[src/verilog/temp_sensor_pkg.sv]
// Shared constants for the temperature sensor conversion and register block
package temp_sensor_pkg;

  // Register pointer values
  localparam logic [7:0] PTR_RESULT = 8'h00;
  localparam logic [7:0] PTR_CONFIG = 8'h01;
  localparam logic [7:0] PTR_LOWER = 8'h02;
  localparam logic [7:0] PTR_UPPER = 8'h03;
  localparam logic [7:0] PTR_TRIGGER = 8'h04;

  // Reset values
  localparam logic [15:0] RESULT_RESET = 16'h0000;
  localparam logic [15:0] CONFIG_RESET = 16'h00c0;
  localparam logic [15:0] LOWER_RESET = 16'h4b00;
  localparam logic [15:0] UPPER_RESET = 16'h5000;

  // Field layout of the configuration register
  localparam int CFG_SINGLE_SHOT_BIT = 13;
  localparam int CFG_FQ_HI = 12;
  localparam int CFG_FQ_LO = 11;
  localparam int CFG_SENSE_BIT = 10;
  localparam int CFG_TM_BIT = 9;
  localparam int CFG_SHUTDOWN_BIT = 8;
  // Writable bits, everything else is read-only
  localparam logic [15:0] CFG_WRITE_MASK = 16'h3f00;
  // Read-only bits take their reset pattern
  localparam logic [15:0] CFG_FIXED_BITS = 16'h00c0;

  // Left-justified 12-bit data occupies bits 15..4
  localparam int DATA_MSB = 15;
  localparam int DATA_LSB = 4;
  localparam int DATA_W = 12;
  localparam logic [3:0] PAD_ZERO = 4'h0;

  // Timing in its own units and the clock rate
  localparam int CLK_HZ = 50000000;
  localparam int CONV_TIME_MS = 26;
  localparam int WAIT_TIME_MS = 54;
  localparam int CONV_CYCLES = CLK_HZ / 1000 * CONV_TIME_MS;
  localparam int WAIT_CYCLES = CLK_HZ / 1000 * WAIT_TIME_MS;

  // Fault queue depth codes to consecutive-fault counts
  localparam logic [2:0] FQ_DEPTH_0 = 3'h1;
  localparam logic [2:0] FQ_DEPTH_1 = 3'h2;
  localparam logic [2:0] FQ_DEPTH_2 = 3'h4;
  localparam logic [2:0] FQ_DEPTH_3 = 3'h6;

  // Depth lookup
  function automatic logic [2:0] fault_depth(input logic [1:0] code);
    case (code)
      2'h0: fault_depth = FQ_DEPTH_0;
      2'h1: fault_depth = FQ_DEPTH_1;
      2'h2: fault_depth = FQ_DEPTH_2;
      default: fault_depth = FQ_DEPTH_3;
    endcase
  endfunction

  // Conversion sequencer states
  typedef enum logic [1:0] {
    ST_CONVERT,
    ST_WAIT,
    ST_IDLE
  } conv_state_e;

endpackage

[src/verilog/alarm_if.sv]
// Carrier between the register core and the alarm controller
`timescale 1ns/1ps
interface alarm_if;
  logic result_valid; // One-cycle pulse, new result stored
  logic signed [11:0] result; // Latest result
  logic signed [11:0] upper; // Upper limit
  logic signed [11:0] lower; // Lower limit
  logic [1:0] fault_queue_count; // Queue depth code
  logic thermostat_mode_select; // 0 comparator, 1 interrupt
  logic shutdown_control; // Shutdown level
  logic reg_read; // Pulse, any register read
  logic alarm_active; // Alarm state, polarity not applied

  modport ctrl (
    input result_valid,
    input result,
    input upper,
    input lower,
    input fault_queue_count,
    input thermostat_mode_select,
    input shutdown_control,
    input reg_read,
    output alarm_active
  );

  modport core (
    output result_valid,
    output result,
    output upper,
    output lower,
    output fault_queue_count,
    output thermostat_mode_select,
    output shutdown_control,
    output reg_read,
    input alarm_active
  );
endinterface // alarm_if

[src/verilog/alarm_ctrl.sv]
// Fault queue and thermostat alarm controller
`timescale 1ns/1ps
module alarm_ctrl
  import temp_sensor_pkg::*;
(
  input wire logic i_sys_clk,
  input wire logic i_rstn,
  alarm_if.ctrl bus
);

  logic [2:0] fault_count; // Consecutive qualifying results
  logic seek_high; // Interrupt mode: armed for the upper limit
  logic alarm; // Alarm state
  logic hit_high; // Result at or above upper limit
  logic hit_low; // Result below lower limit
  logic qualify; // This result counts toward a change
  logic [2:0] depth; // Required consecutive count

  // Signed compare keeps negative temperatures in order
  // signed limit compare
  assign hit_high = bus.result >= bus.upper;
  assign hit_low = bus.result < bus.lower;
  assign depth = fault_depth(bus.fault_queue_count);

  // Comparator looks at the state, interrupt mode at the arming flag
  always_comb
  begin
    if (bus.thermostat_mode_select)
      qualify = seek_high ? hit_high : hit_low;
    else
      qualify = alarm ? hit_low : hit_high;
  end

  // Consecutive fault counter, cleared by any break in the run
  always_ff @(posedge i_sys_clk or negedge i_rstn)
  begin
    if (!i_rstn)
      fault_count <= 3'h0;
    else if (bus.shutdown_control)
      fault_count <= 3'h0;
    else if (bus.result_valid)
    begin
      if (!qualify || (fault_count + 3'h1 >= depth))
        fault_count <= 3'h0;
      else
        fault_count <= fault_count + 3'h1;
    end
  end

  // Alarm and arming flag; a new event wins over a read clear
  always_ff @(posedge i_sys_clk or negedge i_rstn)
  begin
    if (!i_rstn)
    begin
      alarm <= 1'b0;
      seek_high <= 1'b1;
    end
    else if (bus.shutdown_control && bus.thermostat_mode_select)
    begin
      alarm <= 1'b0;
    end
    else if (bus.result_valid && qualify && (fault_count + 3'h1 >= depth))
    begin
      if (bus.thermostat_mode_select)
      begin
        alarm <= 1'b1;
        seek_high <= !seek_high;
      end
      else
      begin
        alarm <= !alarm;
        seek_high <= 1'b1;
      end
    end
    else if (bus.thermostat_mode_select && bus.reg_read)
      alarm <= 1'b0;
    else if (!bus.thermostat_mode_select)
      seek_high <= 1'b1;
  end

  assign bus.alarm_active = alarm;

endmodule // alarm_ctrl

[src/verilog/temp_sensor_core.sv]
// Conversion sequencer and pointer register bank of the temperature sensor
//
// How it works
// - Results stored as 12-bit two's complement
// - Result reads zero until first conversion
// - Four low result bits read zero
// - Two-byte reads, host may stop early
// - Result left-justified in bits 15..4
// - Pointer decodes result, config, limits, trigger
// - Lower limit 12 bits, reset 0x4B00
// - Upper limit 12 bits, reset 0x5000
// - Config field positions, other bits read-only
// - Config defaults continuous, 1 fault, low, comparator
// - Shutdown overrides single-shot, else continuous
// - Queue codes mean 1, 2, 4, 6
// - Alarm polarity follows sense level bit
// - Mode bit selects comparator or interrupt
// - Continuous mode overwrites result each conversion
// - Convert 26 ms, wait 54 ms, 80 ms period
// - First conversion starts right after reset
// - Shutdown aborts conversion, interface stays alive
// - Trigger write runs one conversion then idles
// - Trigger ignored while shut down
// - Comparator sets high, clears below lower limit
// - Interrupt alarm cleared by read or shutdown
// - First written byte loads the pointer
// - Register bytes move high byte first
`timescale 1ns/1ps
module temp_sensor_core
  import temp_sensor_pkg::*;
#(
  parameter int CONV_COUNT = CONV_CYCLES, // Cycles per conversion
  parameter int WAIT_COUNT = WAIT_CYCLES // Cycles of powered-down wait
)
(
  input wire logic i_sys_clk,
  input wire logic i_rstn,
  input wire logic i_xfer_start,
  input wire logic i_wr_byte_valid,
  input wire logic [7:0] i_wr_byte,
  input wire logic i_rd_byte_req,
  input wire logic [temp_sensor_pkg::DATA_W-1:0] i_adc_code,
  output logic [7:0] o_rd_byte,
  output logic o_rd_byte_valid,
  output logic o_adc_enable,
  output logic o_alarm_output,
  output logic o_alarm_output_oe,
  output logic [1:0] o_conv_state
);

  import temp_sensor_pkg::*;

  // Width of the timing counter, enough for the longer phase
  // Sized from the parameters, so short test counts give a small counter
  localparam int CNT_W = $clog2((CONV_COUNT > WAIT_COUNT ? CONV_COUNT : WAIT_COUNT) + 1);
  localparam logic [CNT_W-1:0] CONV_LAST = CNT_W'(CONV_COUNT - 1);
  localparam logic [CNT_W-1:0] WAIT_LAST = CNT_W'(WAIT_COUNT - 1);

  // Register bank
  logic [DATA_W-1:0] temperature_result; // Latest result, read-only
  logic [15:0] operating_configuration; // Writable control fields only
  logic [DATA_W-1:0] lower_alarm_limit; // Lower limit data bits
  logic [DATA_W-1:0] upper_alarm_limit; // Upper limit data bits

  // Pointer and byte sequencing
  logic [7:0] pointer; // Last pointer written
  logic [1:0] wr_index; // Byte position in a write
  logic [7:0] wr_high; // High byte held until the low byte lands
  logic rd_index; // 0 high byte next, 1 low byte next
  logic [7:0] rd_low; // Low byte from the snapshot

  // Sequencer
  conv_state_e state; // Conversion state
  conv_state_e next_state; // Following state
  logic [CNT_W-1:0] timer; // Phase timer
  logic conv_done; // Last cycle of a conversion
  logic wait_done; // Last cycle of the wait
  logic trigger_write; // Data byte to the trigger register
  logic reg_read; // First byte of a register read

  // Decoded configuration fields
  logic single_shot_enable;
  logic [1:0] fault_queue_count;
  logic alarm_sense_level;
  logic thermostat_mode_select;
  logic shutdown_control;

  // Register views and write strobes
  logic [15:0] read_word; // Word selected by the pointer
  logic wr_commit; // Low byte completes a 16-bit write
  logic [15:0] wr_word; // Assembled write data

  alarm_if alarm_bus ();

  assign single_shot_enable = operating_configuration[CFG_SINGLE_SHOT_BIT];
  assign fault_queue_count = operating_configuration[CFG_FQ_HI:CFG_FQ_LO];
  assign alarm_sense_level = operating_configuration[CFG_SENSE_BIT];
  assign thermostat_mode_select = operating_configuration[CFG_TM_BIT];
  assign shutdown_control = operating_configuration[CFG_SHUTDOWN_BIT];

  // Byte pairing of a host write
  assign wr_commit = i_wr_byte_valid && (wr_index == 2'h2);
  assign wr_word = {wr_high, i_wr_byte};
  assign trigger_write = i_wr_byte_valid && (wr_index == 2'h1) && (pointer == PTR_TRIGGER)
    && !shutdown_control;
  // Only the first byte of a read counts as a register read
  assign reg_read = i_rd_byte_req && !rd_index;

  // Pointer and write byte position
  // A new transaction always restarts the byte count, so a host that
  // abandons a write halfway leaves no half-built word behind
  always_ff @(posedge i_sys_clk or negedge i_rstn)
  begin
    if (!i_rstn)
    begin
      pointer <= PTR_RESULT;
      wr_index <= 2'h0;
      wr_high <= 8'h00;
    end
    else if (i_xfer_start)
      wr_index <= 2'h0;
    else if (i_wr_byte_valid)
    begin
      if (wr_index == 2'h0)
        pointer <= i_wr_byte;
      if (wr_index == 2'h1)
        wr_high <= i_wr_byte;
      // Bytes past the low one are dropped
      if (wr_index != 2'h3)
        wr_index <= wr_index + 2'h1;
    end
  end

  // Configuration register; only control bits are stored
  always_ff @(posedge i_sys_clk or negedge i_rstn)
  begin
    if (!i_rstn)
      operating_configuration <= CONFIG_RESET & CFG_WRITE_MASK;
    else if (wr_commit && pointer == PTR_CONFIG)
      operating_configuration <= wr_word & CFG_WRITE_MASK;
  end

  // Limit registers keep only bits 15..4
  always_ff @(posedge i_sys_clk or negedge i_rstn)
  begin
    if (!i_rstn)
    begin
      lower_alarm_limit <= LOWER_RESET[DATA_MSB:DATA_LSB];
      upper_alarm_limit <= UPPER_RESET[DATA_MSB:DATA_LSB];
    end
    else if (wr_commit)
    begin
      if (pointer == PTR_LOWER)
        lower_alarm_limit <= wr_word[DATA_MSB:DATA_LSB];
      if (pointer == PTR_UPPER)
        upper_alarm_limit <= wr_word[DATA_MSB:DATA_LSB];
    end
  end

  // Pointer decode of the read word
  always_comb
  begin
    case (pointer)
      PTR_RESULT: read_word = {temperature_result, PAD_ZERO};
      PTR_CONFIG: read_word = operating_configuration | CFG_FIXED_BITS;
      PTR_LOWER: read_word = {lower_alarm_limit, PAD_ZERO};
      PTR_UPPER: read_word = {upper_alarm_limit, PAD_ZERO};
      // Trigger and unmapped pointers read as zero
      default: read_word = RESULT_RESET;
    endcase
  end

  // Read byte path; the low byte is snapshot with the high one so that
  // a conversion landing between the two bytes cannot tear the word
  always_ff @(posedge i_sys_clk or negedge i_rstn)
  begin
    if (!i_rstn)
    begin
      rd_index <= 1'b0;
      rd_low <= 8'h00;
      o_rd_byte <= 8'h00;
      o_rd_byte_valid <= 1'b0;
    end
    else
    begin
      o_rd_byte_valid <= i_rd_byte_req;
      if (i_xfer_start)
        // early stop leaves no state behind
        rd_index <= 1'b0;
      else if (i_rd_byte_req)
      begin
        if (!rd_index)
        begin
          o_rd_byte <= read_word[15:8];
          rd_low <= read_word[7:0];
        end
        else
          o_rd_byte <= rd_low;
        rd_index <= !rd_index;
      end
    end
  end

  // Conversion sequencer next state
  // Shutdown is tested first in convert and wait, and gates trigger_write in idle,
  // so that it always wins over a pending trigger or a phase that is just ending
  always_comb
  begin
    next_state = state;
    case (state)
      ST_CONVERT:
      begin
        if (shutdown_control)
          next_state = ST_IDLE;
        else if (conv_done)
          next_state = single_shot_enable ? ST_IDLE : ST_WAIT;
      end
      ST_WAIT:
      begin
        // shutdown or single shot stop the loop
        if (shutdown_control || single_shot_enable)
          next_state = ST_IDLE;
        else if (wait_done)
          next_state = ST_CONVERT;
      end
      ST_IDLE:
      begin
        if (single_shot_enable && trigger_write)
          next_state = ST_CONVERT;
        else if (!shutdown_control && !single_shot_enable)
          next_state = ST_CONVERT;
      end
      default: next_state = ST_IDLE;
    endcase
  end

  assign conv_done = (state == ST_CONVERT) && (timer == CONV_LAST);
  assign wait_done = (state == ST_WAIT) && (timer == WAIT_LAST);

  // State register; reset lands in a conversion
  always_ff @(posedge i_sys_clk or negedge i_rstn)
  begin
    if (!i_rstn)
      state <= ST_CONVERT;
    else
      state <= next_state;
  end

  // Phase timer restarts on every state change
  // Idle holds the timer still, which saves toggling while powered down
  always_ff @(posedge i_sys_clk or negedge i_rstn)
  begin
    if (!i_rstn)
      timer <= '0;
    else if (next_state != state)
      timer <= '0;
    else if (state != ST_IDLE)
      timer <= timer + CNT_W'(1);
  end

  // Result register, written only by a finished conversion
  // An aborted conversion leaves the previous result untouched
  always_ff @(posedge i_sys_clk or negedge i_rstn)
  begin
    if (!i_rstn)
      temperature_result <= RESULT_RESET[DATA_MSB:DATA_LSB];
    else if (conv_done && !shutdown_control)
      temperature_result <= i_adc_code;
  end

  // Alarm controller hookup
  // The alarm judges the same code that is stored, in the same cycle
  assign alarm_bus.result_valid = conv_done && !shutdown_control;
  assign alarm_bus.result = i_adc_code;
  assign alarm_bus.upper = upper_alarm_limit;
  assign alarm_bus.lower = lower_alarm_limit;
  assign alarm_bus.fault_queue_count = fault_queue_count;
  assign alarm_bus.thermostat_mode_select = thermostat_mode_select;
  assign alarm_bus.shutdown_control = shutdown_control;
  assign alarm_bus.reg_read = reg_read;

  alarm_ctrl u_alarm_ctrl (
    .i_sys_clk(i_sys_clk),
    .i_rstn(i_rstn),
    .bus(alarm_bus.ctrl)
  );

  // Open-drain alarm pin; the wire is pulled low whenever the wanted
  // level is zero, so polarity only decides when the enable is on
  always_ff @(posedge i_sys_clk or negedge i_rstn)
  begin
    if (!i_rstn)
      o_alarm_output_oe <= 1'b0;
    else
      o_alarm_output_oe <= (alarm_bus.alarm_active == alarm_sense_level) ? 1'b0 : 1'b1;
  end

  assign o_alarm_output = 1'b0;

  // Analog front end only powered while converting
  // power down outside conversion
  always_ff @(posedge i_sys_clk or negedge i_rstn)
  begin
    if (!i_rstn)
      o_adc_enable <= 1'b0;
    else
      o_adc_enable <= (next_state == ST_CONVERT);
  end

  // Sequencer state for observation
  assign o_conv_state = state;

endmodule // temp_sensor_core

[config.mk]
export PLATFORM = sky130hd
export DESIGN_NAME = temp_sensor_core
export DESIGN_NICKNAME = d
export VERILOG_FILES = /design/src/verilog/temp_sensor_pkg.sv /design/src/verilog/alarm_if.sv /design/src/verilog/alarm_ctrl.sv /design/src/verilog/temp_sensor_core.sv
export SDC_FILE = /design/constraint.sdc
export NUM_CORES = 1
export LEC_CHECK = 0
export ABC_CLOCK_PERIOD_IN_PS = 2300
export BUFFER_PORTS_ARGS = -buffer_cell sky130_fd_sc_hd__buf_2
export CAP_MARGIN = 30
export CORE_MARGIN = 10
export CORE_UTILIZATION = 38
export DETAILED_ROUTE_END_ITERATION = 12
export PLACE_DENSITY_LB_ADDON = 0.3
export SYNTH_ARGS = -nofsm -noshare
export SYNTH_HDL_FRONTEND = slang
export SYNTH_SLANG_ARGS = --single-unit
[constraint.sdc]
create_clock -name i_sys_clk -period 2.3 [get_ports i_sys_clk]
set_clock_uncertainty 0.05 [all_clocks]
set_input_delay 0.115 -clock i_sys_clk [delete_from_list [all_inputs] [get_ports i_sys_clk]]
set_output_delay 0.115 -clock i_sys_clk [all_outputs]
set_load 0.02 [all_outputs]
---- After elaboration in Yosys (flattened, before gate mapping) ----
Index checks and enable logic that the tools add are counted.
word-level totals
  logic and storage cells ................. 120
  flip-flop bits (word level) ............. 109
  output and inout port bits .............. 14
cells by class
  bitwise logic cells ..................... 3
  muxes and demuxes ....................... 33
  reductions and logical operators ........ 42
  add/subtract/negate cells ............... 3
  equality and inequality tests ........... 18
  order comparisons ....................... 3
operators by type and width
  operator                                                number
  case mux 16 bit (4 select lines)                        1
  2-to-1 mux 22 bit                                       2
  adder 22 x 1 -> 22 bit (second input constant)          1
  equality test 22 x 21 -> 1 bit (second input constant)  1
  equality test 22 bit (second input constant)            1
  2-to-1 mux 2 bit                                        10
  equality test 8 x 2 -> 1 bit (second input constant)    2
  logical AND 1 bit                                       15
  2-to-1 mux 1 bit                                        14
  greater-or-equal comparator 12 bit                      1
  < comparator 12 bit                                     1
  AND reduction 3 bit                                     4
  nonzero test 2 bit                                      5
  2-to-1 mux 3 bit                                        3
  case mux 3 bit (3 select lines)                         1
  equality test 8 x 1 -> 1 bit (second input constant)    1
  equality test 8 x 3 -> 1 bit (second input constant)    1
  logical NOT 2 bit                                       4
  logical NOT 8 bit                                       1
  2-to-1 mux 8 bit                                        1
  AND reduction 2 bit                                     4
  equality test 2 x 1 -> 1 bit (second input constant)    3
  equality test 2 bit (second input constant)             3
  logical NOT 1 bit                                       6
  other kinds (11)                                        16

---- Logic depth before layout (Yosys ltp) ----
Gate-level depths: netlist of the first run.
  word-level depth ........................ 9
  depth in mapped cells ................... 9
  gate-level depth less buffers ........... 9

---- Hierarchy ----
A second synthesis of the first run with hierarchy kept.
second synthesis, totals
  cells, all modules ...................... 527
  area, all modules ....................... 5,808.1 um^2
by module, submodules not included
  module            instances  cells each  area each (um^2)  seq. area each (um^2)
  temp_sensor_core  1          395         4,818.4           2,509.9
  alarm_ctrl        1          132         989.7             126.4

---- Least setup slack after synthesis of the first run ----
No wires, ideal clock.
  path type ............................... register to register
  start ................................... register lower_alarm_limit[10] (netlist: alarm_bus.lower[10])
  end ..................................... register u_alarm_ctrl.alarm (netlist: u_alarm_ctrl.bus.alarm_active)
  buffers on the path ..................... 0
  library setup time ...................... 0.126 ns
  arrival time ............................ 2.285 ns
  stages on the path, launching flop included .. 9
  setup slack ............................. -0.161 ns
  cells stage by stage .................... dfstp_2 inv_1 ha_1 or3b_2 a211oi_1 o31a_1 o211ai_1 a2111o_1 o311a_1
on the way
  word-level cells in the longest chain between the ends .. 7
ends and longest elaborated chain
  what                                        RTL line                            RTL
  start, declared                             temp_sensor_core.sv:62              logic [DATA_W-1:0] lower_alarm_limit;
  start signal, assigned                      temp_sensor_core.sv:148             lower_alarm_limit <= LOWER_RESET[DATA_MSB:DATA_LSB];
  start signal, assigned                      temp_sensor_core.sv:154             lower_alarm_limit <= wr_word[DATA_MSB:DATA_LSB];
  < comparator 12 bit (*)                     alarm_ctrl.sv:22                    assign hit_low = bus.result < bus.lower;
  2-to-1 mux 1 bit, on equally long branches  alarm_ctrl.sv:31, alarm_ctrl.sv:29
  2-to-1 mux 1 bit (*)                        alarm_ctrl.sv:28                    if (bus.thermostat_mode_select)
  logical AND 1 bit (*) (2 in a row)          alarm_ctrl.sv:62                    else if (bus.result_valid && qualify && (fault_count + 3'h1 >= depth))
  2-to-1 mux 1 bit                            alarm_ctrl.sv:62
  2-to-1 mux 1 bit                            alarm_ctrl.sv:58                    else if (bus.shutdown_control && bus.thermostat_mode_select)
  end signal, assigned                        alarm_ctrl.sv:71                    alarm <= !alarm;
  end, declared                               alarm_ctrl.sv:13                    logic alarm;
Mark *: on every way between the ends. The rest lies on a longest branch, timed or not.
A chain may end at the register's enable or synchronous reset.

---- Worst setup path after layout of the first run ----
  start ................................... register timer[21]
  end ..................................... register u_alarm_ctrl.alarm (netlist: u_alarm_ctrl.bus.alarm_active)
on the way
  word-level cells in the longest chain between the ends .. 7
ends and longest elaborated chain
  what                                RTL line                 RTL
  start, declared                     temp_sensor_core.sv:75   logic [CNT_W-1:0] timer;
  start signal, assigned              temp_sensor_core.sv:258  timer <= timer + CNT_W'(1);
  equality test 22 x 21 -> 1 bit (*)  temp_sensor_core.sv:237  assign conv_done = (state == ST_CONVERT) && (timer == CONV_LAST);
  logical AND 1 bit (*)               temp_sensor_core.sv:237
  logical AND 1 bit (*)               temp_sensor_core.sv:273  assign alarm_bus.result_valid = conv_done && !shutdown_control;
  logical AND 1 bit (*) (2 in a row)  alarm_ctrl.sv:62
  2-to-1 mux 1 bit                    alarm_ctrl.sv:62
  2-to-1 mux 1 bit                    alarm_ctrl.sv:58
Marks and branches as above.

==> summary.txt, run 1 <==
Hold path
  – Hold Path Class: in -> reg
  – Hold Path Depth: 2
  – Hold EP: temperature_result[7]
  – Hold path start: i_adc_code[7]

Synthesis
  – Synth Flop Type: dfrtp_1
  – Post-synth EDFFs: 0
  – Count leader, synth: dfrtp_1
  – Syn nets: 570
  – YS warnings: 0
  – Register area share after synthesis: 0.473
  – Mapped Cells: 513
  – Async set or reset register ratio after synthesis: 1.00
  – Synth cell types: 58
  – Area leader, netlist: dfrtp_1
  – Top post-synthesis cells by area: dfrtp_1 44%, mux2_2 11%, ha_1 7.2%
  – Commonest cells post-synth: 98 x dfrtp_1, 53 x mux2_2, 46 x nor2_1, 42 x nand2_1
  – Yosys reg bits: 105
  – Mapped cell area: 5580 sq um
  – Post-synth top area share: 0.440
  – Average size of a mapped cell: 10.9 sq um

Routing
  – Routed wire length: 13.8 mm
  – Via density: approximately 5.2
  – DRT Pass-1 Iters: 4
  – DRC viols: 0
  – Detail Route Antenna Nets: 0
  – Drt wl/cell: 17.1 um
  – Routed vias: approximately 4200
  – Initial DRC count: between 200 and 250

Die
  – Core area: 14500 sq um
  – Die Y-Extent: between 100 and 150 um
  – DIE AREA: ~20000 sq um
  – Row count: 44
  – I/O pin total: 39
  – Initial Util: 0.385
  – Die Wd: 141 um

Global route
  – Initial antenna violation count: 0
  – Global-route wire length before repair: 22.6 mm
  – Total GRT Usage: 0.142
  – Grt ovf: 0
  – Pin count of the biggest net entering global routing: 45
  – Vias in the first global route: 4338

Cells and area
  – Nets: 675
  – Post-Route Utilization: 0.486
  – Area grow syn2layout: 26.2%
  – # fillers: between 1000 and 1500
  – Layout cells sized above 1: 0.352
  – Diode count: 0

Worst setup path
  – CP Buf/Inv Count: 0
  – WP data required: approximately 2500 ps
  – Worst setup path start: timer[21]
  – RR Startpoint: timer[21]
  – CP Launch Type: register
  – WP data arrival: 2620 ps
  – Slowest CP cell: or4_4
  – CP peak stage delay: about 550 ps
  – CP Capture Type: register
  – Capturing point of the worst reg2reg path: u_alarm_ctrl.bus.alarm_active
  – Worst-path cell chain: or4_4 -> nor4_2 -> and4_2 -> o211ai_1 -> a2111o_1 -> o311a_1
  – WP depth: 6
  – Crit path max fanout: 3
  – Path depth of the worst reg2reg path: 6
  – Delay-heaviest family, CP: simple AND/OR/NAND/NOR gates
  – Critical path class: reg -> reg
  – Minimum setup slack among reg-to-reg paths: -140 ps

CTS
  – Root Buffer: clkbuf_16
  – Worst skew pair latency: 350 ps
  – Reg clk slew, reported paths: ~70 ps
  – CTS H-tree lvls: 3
  – CTS tree: yes
  – Clock sinks: between 100 and 150
  – Num CTS Buffers: 9
  – Max Buffers Root-to-Sink: 2

Timing
  – Final Max Slew Viols: 0
  – Final WS setup: -137 ps
  – Worst Tran Pin Value: 715 ps
  – Unrepaired setup endpoints after global routing: true
  – Final setup violation count: 2
  – Tmin final: 2440 ps
  – Share of the clock period used by the worst path: 1.06
  – Relative slew slack: 0.523
  – Max Freq: 410 MHz
  – Fin. Hold Viols: 0

Outcome
  – Failing checks: negative setup slack
  – Status: finished, violations left

Power
  – Peak VDD IR: ~0.45 mV
  – Leak Pwr: 3.22 nW
  – Pwr Density: 657 nW/um^2

Placed design
  – Post-DP HPWL: 10.3 mm
  – PortBufs: 37
  – Pre-CTS setup slack: -137 ps
  – Gpl congestion: just under 0.9

Run
  – MaxCap Viol Count: 0
[metal layers]
layer,track usage,wire [um],up-vias
met1,0.179,6230,2064
met3,0.0433,797,16
met2,0.230,6570,86
met4,0.0359,197,0
met5,0,0,-
li1,-,-,2025
[cells by family (layout without fill, tap and decap cells)]
| kind of cell | Yosys count | after routing | synth area share |
|---|---|---|---|
| and+or+nand+nor | 163 | 163 | 0.149 |
| buffers and inverters | 50 | 160 | 0.0359 |
| AOI/OAI and AO/OA | 70 | 70 | 0.0837 |
| adders and majority gates | 32 | 32 | 0.0718 |
| other | 1 | 1 | 0.000673 |
| DFF | 105 | 105 | 0.473 |
| muxes | 68 | 68 | 0.149 |
| xor gates and xnor gates | 24 | 24 | 0.0377 |
[worst max path at each step]
stage / slack (ps) / endpoint
after floorplan: -100 / u_alarm_ctrl.bus.alarm_active
after global placement: -90 / u_alarm_ctrl.bus.alarm_active
after detailed placement: -140 / u_alarm_ctrl.bus.alarm_active
after CTS: -140 / u_alarm_ctrl.bus.alarm_active
after global routing: -200 / u_alarm_ctrl.bus.alarm_active
final: -140 / u_alarm_ctrl.bus.alarm_active
[through the flow]
step	instance area (sq um)	std cells	setup TNS, ps	hold WS (ps)	power, mW
6_report	7040	807	-251	17.5	4.62
3_3_place_gp	6350	771	-311	106	2.92
4_1_cts	6860	804	-242	4.73	4.66
3_5_place_dp	6350	771	-696	111	2.95
2_1_floorplan	5590	513	-96.0	-231	2.61
5_1_grt	7040	807	-478	20.4	4.86
[state kept, by name (all words and copies together) (netlist names), 2 cells and up]
register                  flops
alarm_bus.lower              12
alarm_bus.upper              12
o_conv_state                  2
o_rd_byte                     8
operating_configuration       6
pointer                       8
rd_low                        4
temperature_result           12
timer                        22
u_alarm_ctrl.fault_count      3
wr_high                       8
wr_index                      2
[cell usage in the layout, fill, tap and decap left out, types with 4 or more instances in the layout]
cell / netlist / final
mux2_2: 53 / 53
dfstp_2: 7 / 7
inv_2: 0 / 4
dfrtp_1: 98 / 98
a21oi_1: 19 / 19
xnor2_1: 9 / 8
nand3_1: 8 / 7
buf_2: 7 / 36
a21o_1: 7 / 7
xor2_1: 15 / 15
and3_1: 6 / 6
dlygate4sd3_1: 0 / 15
mux2i_1: 4 / 4
buf_4: 1 / 57
inv_1: 32 / 28
nor2_2: 6 / 5
nor2_1: 46 / 45
nand2_1: 42 / 41
nand4_1: 12 / 12
o21ai_0: 20 / 19
nor3_1: 12 / 8
nand3b_1: 4 / 4
clkbuf_16: 0 / 9
mux2_1: 5 / 5
mux4_2: 6 / 6
ha_1: 32 / 28
o41ai_1: 4 / 4
[cell type report]
type                       instances  area [sq um]  share of cell area
clock buffer                      11           243              0.0345
multi-input combinational        358          2920               0.415
timing repair buffer             112           808               0.115
sequential                       105          2640               0.375
clock inverter                     5          78.8              0.0112
inverter                          32           120              0.0171
tap                              184           230              0.0327
[report_power, final]
group | internal (mW) | switching [mW]
Combinational | 0.384 | 0.404
Sequential | 2.02 | 0.164
Clock | 0.982 | 0.669
[what timing repair did]
action | in CTS | in global routing
gates resized for setup | 5 | 31
hold endpoints to repair | 58 | 0
setup endpoints to repair | 13 | 47
hold buffers | 15 | 0
buffers inserted | 2 | 3
cloned | 0 | 1
pin swaps | 6 | 10
No activity file was read; power rests on OpenSTA's default activity.
==> run 2: changes to the inputs <==
--- a/config.mk
+++ b/config.mk
@@ -5,13 +5,14 @@
 export SDC_FILE = /design/constraint.sdc
 export NUM_CORES = 1
 export LEC_CHECK = 0
+export ABC_AREA = 1
 export ABC_CLOCK_PERIOD_IN_PS = 2300
 export BUFFER_PORTS_ARGS = -buffer_cell sky130_fd_sc_hd__buf_2
 export CAP_MARGIN = 30
-export CORE_MARGIN = 10
+export CORE_MARGIN = 5
 export CORE_UTILIZATION = 38
 export DETAILED_ROUTE_END_ITERATION = 12
-export PLACE_DENSITY_LB_ADDON = 0.3
+export PLACE_DENSITY = 0.62
 export SYNTH_ARGS = -nofsm -noshare
 export SYNTH_HDL_FRONTEND = slang
 export SYNTH_SLANG_ARGS = --single-unit
==> summary.txt, run 2 <==
Outcome
  – Status: completed

Cells and area
  – # fillers: 1503
  – Largest register FFs: 22
  – Reg area: 2640 sq um
  – Post-Route Utilization: 0.450
  – Final Cell Area: around 6800 sq um
  – Area grow syn2layout: 17.2%
  – Most common cell after layout, fill and taps aside: nand2_1
  – Layout cells sized above 1: 0.139
  – Diode count: 0
  – Nets: approximately 850
  – Area occupied by multi-input gates: 2640 sq um
  – Most frequent cells in the layout: 186 x nand2_1, 115 x inv_1, 98 x dfrtp_1
  – Register with the most flip-flops: timer

Synthesis
  – Mapped cell area: 5770 sq um
  – Top post-synthesis cells by area: dfrtp_1 43%, nand2_1 12%, inv_1 7.5%
  – YS warnings: 0
  – Async set or reset register ratio after synthesis: 1.00
  – Post-synth EDFFs: 0
  – Synth Flop Type: dfrtp_1
  – Register area share after synthesis: 0.457
  – Synth cell types: 40
  – Average size of a mapped cell: a little under 8 sq um
  – Count leader, synth: nand2_1
  – Yosys reg bits: about 110
  – Post-synth top area share: 0.425
  – Syn nets: 785
  – Commonest cells post-synth: 187 x nand2_1, 115 x inv_1, 98 x dfrtp_1, 67 x o21ai_0, 52 x nor2_1
  – Area leader, netlist: dfrtp_1
  – Mapped Cells: approximately 730

Timing
  – Final setup violation count: 0
  – Fin. Hold Viols: 0
  – Setup TNS: 0 ps
  – Max Freq: 472 MHz
  – Unrepaired setup endpoints after global routing: false
  – Relative slew slack: 0.621
  – Worst Tran Pin Value: 569 ps
  – Tmin final: 2120 ps
  – Final Max Slew Viols: 0
  – Share of the clock period used by the worst path: 0.922

Routing
  – DRC viols: 0
  – Initial DRC count: ~400
  – Routed vias: 4858
  – Routed wire length: 14.2 mm
  – DRT Pass-1 Iters: 5
  – Metal2 WL: 5.90 mm
  – Detail Route Antenna Nets: 0
  – WL met1: 7.30 mm
  – Drt wl/cell: 14.4 um
  – Met3 WL post-DR: around 700 um
  – Via density: 4.93
  – Highest routed layer: met4

Die
  – Row count: 45
  – Die Wd: 133 um
  – Die Y-Extent: approximately 130 um
  – Core area: 15000 sq um
  – DIE AREA: 17700 sq um
  – I/O pin total: 39
  – Initial Util: 0.384

Power
  – Internal power: 3.35 mW
  – Logic pwr share: 0.230
  – Sequential power share: 0.457
  – Sw frac: 0.342
  – Clock group share of total power: 0.313
  – Psw: 1.74 mW
  – Pwr Density: 753 nW/um^2
  – Total power: 5.09 mW
  – Leak Pwr: around 3.2 nW
  – Peak VDD IR: 0.410 mV

Global route
  – Initial antenna violation count: 0
  – Pin count of the biggest net entering global routing: between 100 and 150
  – Global-route wire length before repair: 23.9 mm
  – Vias in the first global route: approximately 4700
  – Total GRT Usage: 0.166
  – Grt ovf: 0

Placed design
  – Dpl cell area: between 6000 and 7000 sq um
  – PortBufs: 37
  – Post-DP HPWL: about 10 mm
  – Gpl congestion: around 0.83

CTS
  – Reg clk slew, reported paths: about 90 ps
  – CTS tree: yes
  – Max Buffers Root-to-Sink: 2
  – Post-CTS setup buffer count: 0
  – CTS H-tree lvls: 3
  – Worst skew pair latency: 360 ps
  – Num CTS Buffers: 9
  – Root Buffer: clkbuf_16
  – Clock sinks: 105

Worst setup path
  – CP peak stage delay: roughly 420 ps
  – Crit path max fanout: 4
  – WP data arrival: roughly 2300 ps
  – CP Launch Type: register
  – Critical path class: reg -> reg
  – Slowest CP cell: dfrtp_1
  – Minimum setup slack among reg-to-reg paths: 180 ps
  – CP Capture Type: register
  – WP data required: 2510 ps
  – Worst-path cell chain: ha_1 -> xor2_1 -> ha_1 -> a21oi_1 -> o21ai_0 -> a31oi_1 -> nor2_2 -> nand3_1 -> nand2_1 -> inv_1 -> nor2_1
  – CP most frequent cell: ha_1

Run
  – MaxCap Viol Count: 0

Hold path
  – Hold Path Class: in -> reg
-- run 2: changes by cell type in the layout (fill, tap and decap cells not counted), sizes merged, moves of 7 or more --
cell / previous run / this run
nand2: 42 / 194
inv: 32 / 121
mux2: 58 / 0
o21ai: 20 / 67
buf: 96 / 53
nand3: 8 / 38
nor3: 12 / 23
xor2: 15 / 5
nor2: 52 / 60
o22ai: 2 / 9
xnor2: 9 / 2
-- run 2: critical path, delay by kind of cell (launching register included) --
family / cells / cell delay (ps)
AOI/OAI and AO/OA: 3 / 450
buffers and inverters: 1 / 60
DFF: 1 / 420
adders and majority gates: 2 / 520
and+or+nand+nor: 4 / 300
xor gates and xnor gates: 1 / 220
-- run 2: through the flow --
| stage | std cells | hold slack [ps] | setup WS, ps |
|---|---|---|---|
| final | 985 | 21.4 | 180 |
| after global routing | 985 | 24.7 | 2.28 |
| after CTS | 985 | 13.2 | 125 |
| after detailed placement | 953 | 184 | 156 |
| after global placement | 953 | 189 | 191 |
| after floorplan | 728 | -231 | 360 |
-- run 2: layout make-up --
type | instances | area share
clock buffers | 9 | 0.0333
repair buffers | 69 | 0.0729
multi-input cells | 489 | 0.390
flip-flops and latches | 105 | 0.390
clock inverters | 7 | 0.0131
inverters | 118 | 0.0655
well taps | 188 | 0.0348
-- run 2: kinds of logic after synthesis --
logic type / synth area share
fa+ha+maj: 0.0694
simple gates: 0.267
flops: 0.457
xor+xnor: 0.0106
buf+inv: 0.0903
compound gates: 0.105
other cells: 0.000650
-- run 2: worst paths after layout --
kind,from,to,cells past startpoint
max in group asynchronous,i_rstn,u_alarm_ctrl.fault_count[2],3
min,i_wr_byte[5],pointer[5],3
max,u_alarm_ctrl.fault_count[0],u_alarm_ctrl.bus.alarm_active,11
min reg2reg,o_rd_byte[2],o_rd_byte[2],2
min in group asynchronous,i_rstn,alarm_bus.upper[6],3
max reg2reg,u_alarm_ctrl.fault_count[0],u_alarm_ctrl.bus.alarm_active,11
-- run 2: what timing repair did --
| item | CTS | global route |
|---|---|---|
| resized for setup | 0 | 8 |
| hold endpoints to repair | 115 | 0 |
| endpoints found under the setup margin | 0 | 9 |
| hold buffers | 16 | 0 |
-- run 2: metal layers --
metal | global-route usage | vias up
met2 | 0.242 | 127
met4 | 0.0617 | 0
li1 | - | 2468
met5 | 0 | -
met3 | 0.0257 | 16
met1 | 0.249 | 2247
-- run 2: power groups by stage --
stage               combinational (mW)  sequential (mW)  clock [mW]
floorplan                        0.763             2.33           0
global placement                  1.10             2.35           0
detailed placement                1.12             2.36           0
CTS                               1.14             2.33        1.63
global route                      1.36             2.37        1.71
finish                            1.17             2.33        1.59
==> run 3: changes to the inputs <==
--- a/config.mk
+++ b/config.mk
@@ -9,10 +9,12 @@
 export ABC_CLOCK_PERIOD_IN_PS = 2300
 export BUFFER_PORTS_ARGS = -buffer_cell sky130_fd_sc_hd__buf_2
 export CAP_MARGIN = 30
+export CELL_PAD_IN_SITES_DETAIL_PLACEMENT = 2
+export CELL_PAD_IN_SITES_GLOBAL_PLACEMENT = 2
 export CORE_MARGIN = 5
-export CORE_UTILIZATION = 38
+export CORE_UTILIZATION = 33
 export DETAILED_ROUTE_END_ITERATION = 12
-export PLACE_DENSITY = 0.62
+export PLACE_DENSITY = 0.82
 export SYNTH_ARGS = -nofsm -noshare
 export SYNTH_HDL_FRONTEND = slang
 export SYNTH_SLANG_ARGS = --single-unit
==> summary.txt, run 3 (synthesis gave the netlist of run 2 again) <==
Outcome
  – Status: finished, violations left
  – Failing checks: negative setup slack

Placed design
  – Dpl cell area: 6320 sq um
  – Post-DP HPWL: roughly 15 mm
  – Placed Cells: 994
  – Gpl congestion: ~0.86
  – PortBufs: 37

Die
  – Initial Util: 0.335
  – Row count: between 40 and 50
  – I/O pin total: 39
  – DIE AREA: 20200 sq um
  – Core area: 17200 sq um
  – Die Y-Extent: 142 um
  – Die Wd: approximately 140 um

Timing
  – Final Max Slew Viols: 0
  – Final WS setup: -0.269 ps
  – Unrepaired setup endpoints after global routing: true
  – Fin. Hold Viols: 0
  – Final setup violation count: 1
  – Relative slew slack: 0.616
  – Share of the clock period used by the worst path: 1.00
  – Tmin final: around 2300 ps
  – Worst Tran Pin Value: 575 ps
  – Max Freq: around 430 MHz

Cells and area
  – Layout cells sized above 1: 0.168
  – Final Cell Area: between 6000 and 7000 sq um
  – Largest register FFs: 22
  – Nets: 857
  – Most frequent cells in the layout: 181 x nand2_1, 114 x inv_1, 98 x dfrtp_1
  – Most common cell after layout, fill and taps aside: nand2_1
  – Final cell count without fillers: 1030
  – Area grow syn2layout: 20.7%
  – Register with the most flip-flops: timer
  – Diode count: 0

Routing
  – Routed wire length: 20.6 mm
  – Detail Route Antenna Nets: 0
  – Via density: roughly 5.2
  – DRC viols: 0
  – Drt wl/cell: about 20 um
  – DRT Pass-1 Iters: 4
  – Initial DRC count: 315
  – Routed vias: 5355

Run
  – MaxCap Viol Count: 0

Worst setup path
  – Path depth of the worst reg2reg path: 15
  – Delay-heaviest family, CP: simple AND/OR/NAND/NOR gates
  – Capturing point of the worst reg2reg path: u_alarm_ctrl.seek_high
  – WP data required: 2510 ps
  – CP Launch Type: register
  – Worst-path cell chain: inv_1 -> ha_1 -> nand2_1 -> inv_1 -> nand2_1 -> inv_1 -> nand2_1 -> nand3_1 -> nand2_1 -> nand3_2 -> nand2_2 -> nand3_4 -> buf_4 -> nand4_1 -> nand3_1
  – CP Capture Type: register
  – Crit path max fanout: 4
  – RR Startpoint: alarm_bus.upper[10]
  – CP Buf/Inv Count: 4
  – CP most frequent cell: nand2_1
  – Slowest CP cell: dfstp_2
  – Minimum setup slack among reg-to-reg paths: -0.3 ps
  – CP peak stage delay: 560 ps
  – Critical path class: reg -> reg
  – WP data arrival: 2510 ps

Power
  – Leak Pwr: 3.29 nW
  – Pwr Density: between 700 and 800 nW/um^2
  – Internal power: about 3.4 mW
  – Logic pwr share: 0.257
  – Psw: between 1.5 and 2 mW
  – Sequential power share: 0.442
  – Sw frac: 0.361
  – Clock group share of total power: 0.301
  – Peak VDD IR: 0.388 mV

Global route
  – Initial antenna violation count: 0
  – Vias in the first global route: 5990
  – Global-route wire length before repair: 32.6 mm
  – Grt ovf: 0
  – Pin count of the biggest net entering global routing: 41
  – Total GRT Usage: 0.204

CTS
  – Worst skew pair latency: approximately 370 ps
  – Max Buffers Root-to-Sink: 2
  – CTS tree: yes
  – CTS H-tree lvls: 3
  – Reg clk slew, reported paths: 90 ps
  – Root Buffer: clkbuf_16
  – Clock sinks: 105
  – Num CTS Buffers: 9

Hold path
  – Hold Path Depth: 4
  – Hold Path Class: in -> reg
  – Hold EP: o_rd_byte[4]
  – Hold path start: i_xfer_start
[run 3: cell type report]
type / instances / area, sq um
Clock buffer: 9 / 225
Clock inverter: 7 / 77.6
Fill cell: 1940 / 10300
Inverter: 118 / 443
Multi-Input combinational cell: 489 / 2750
Sequential cell: 105 / 2640
Tap cell: 225 / 282
Timing Repair Buffer: 77 / 543
[run 3: power by group through the flow]
stage	Sequential (mW)	Clock, mW	Combinational [mW]
6_report	2.36	1.61	1.37
5_1_grt	2.39	1.74	1.54
4_1_cts	2.36	1.65	1.24
3_5_place_dp	2.39	0	1.19
3_3_place_gp	2.36	0	1.08
2_1_floorplan	2.33	0	0.763
[run 3: per-layer routing]
metal / vias up / GRT usage / routed length, um
met3: 20 / 0.0242 / 652
met4: 0 / 0.0586 / 316
met5: - / 0 / 0
met1: 2751 / 0.272 / 9250
li1: 2500 / - / -
met2: 84 / 0.351 / 10400
[run 3: worst max-delay path by stage]
stage | startpoint | to | slack (ps) | cells past startpoint
2_1_floorplan | u_alarm_ctrl.fault_count[0] | u_alarm_ctrl.bus.alarm_active | 360 | 11
3_3_place_gp | alarm_bus.upper[10] | u_alarm_ctrl.fault_count[2] | 200 | 16
3_5_place_dp | alarm_bus.lower[10] | u_alarm_ctrl.fault_count[1] | -50 | 14
4_1_cts | alarm_bus.lower[10] | u_alarm_ctrl.fault_count[1] | 10 | 14
5_1_grt | alarm_bus.upper[10] | u_alarm_ctrl.bus.alarm_active | -150 | 16
6_report | alarm_bus.upper[10] | u_alarm_ctrl.seek_high | -0.3 | 15
[run 3: metrics by stage]
stage          hold slack (ps)  setup slack (ps)  utilization  TNS, ps  power (mW)
2_1_floorplan             -231               360            -        0        3.09
3_3_place_gp              92.1               196        0.367        0        3.44
3_5_place_dp              98.5             -47.2        0.367    -54.9        3.58
4_1_cts                   48.4              14.4        0.395        0        5.25
5_1_grt                   79.4              -146        0.404     -867        5.68
6_report                  56.9            -0.269        0.404   -0.269        5.34
[run 3: what timing repair did]
action,4_1_cts,5_1_grt
buffers inserted,0,3
endpoints found under the setup margin,3,14
pin swaps,1,9
hold buffers,17,0
endpoints found under the hold margin,48,0
gates resized for setup,6,25
[run 3: worst reg2reg max path, stage by stage, from the launching register on]
cell and delay (ps):
dfstp_2 560, inv_1 70, ha_1 290, nand2_1 90, inv_1 50, nand2_1 100, inv_1 60, nand2_1 100
nand3_1 100, nand2_1 80, nand3_2 90, nand2_2 90, nand3_4 110, buf_4 150, nand4_1 90, nand3_1 110
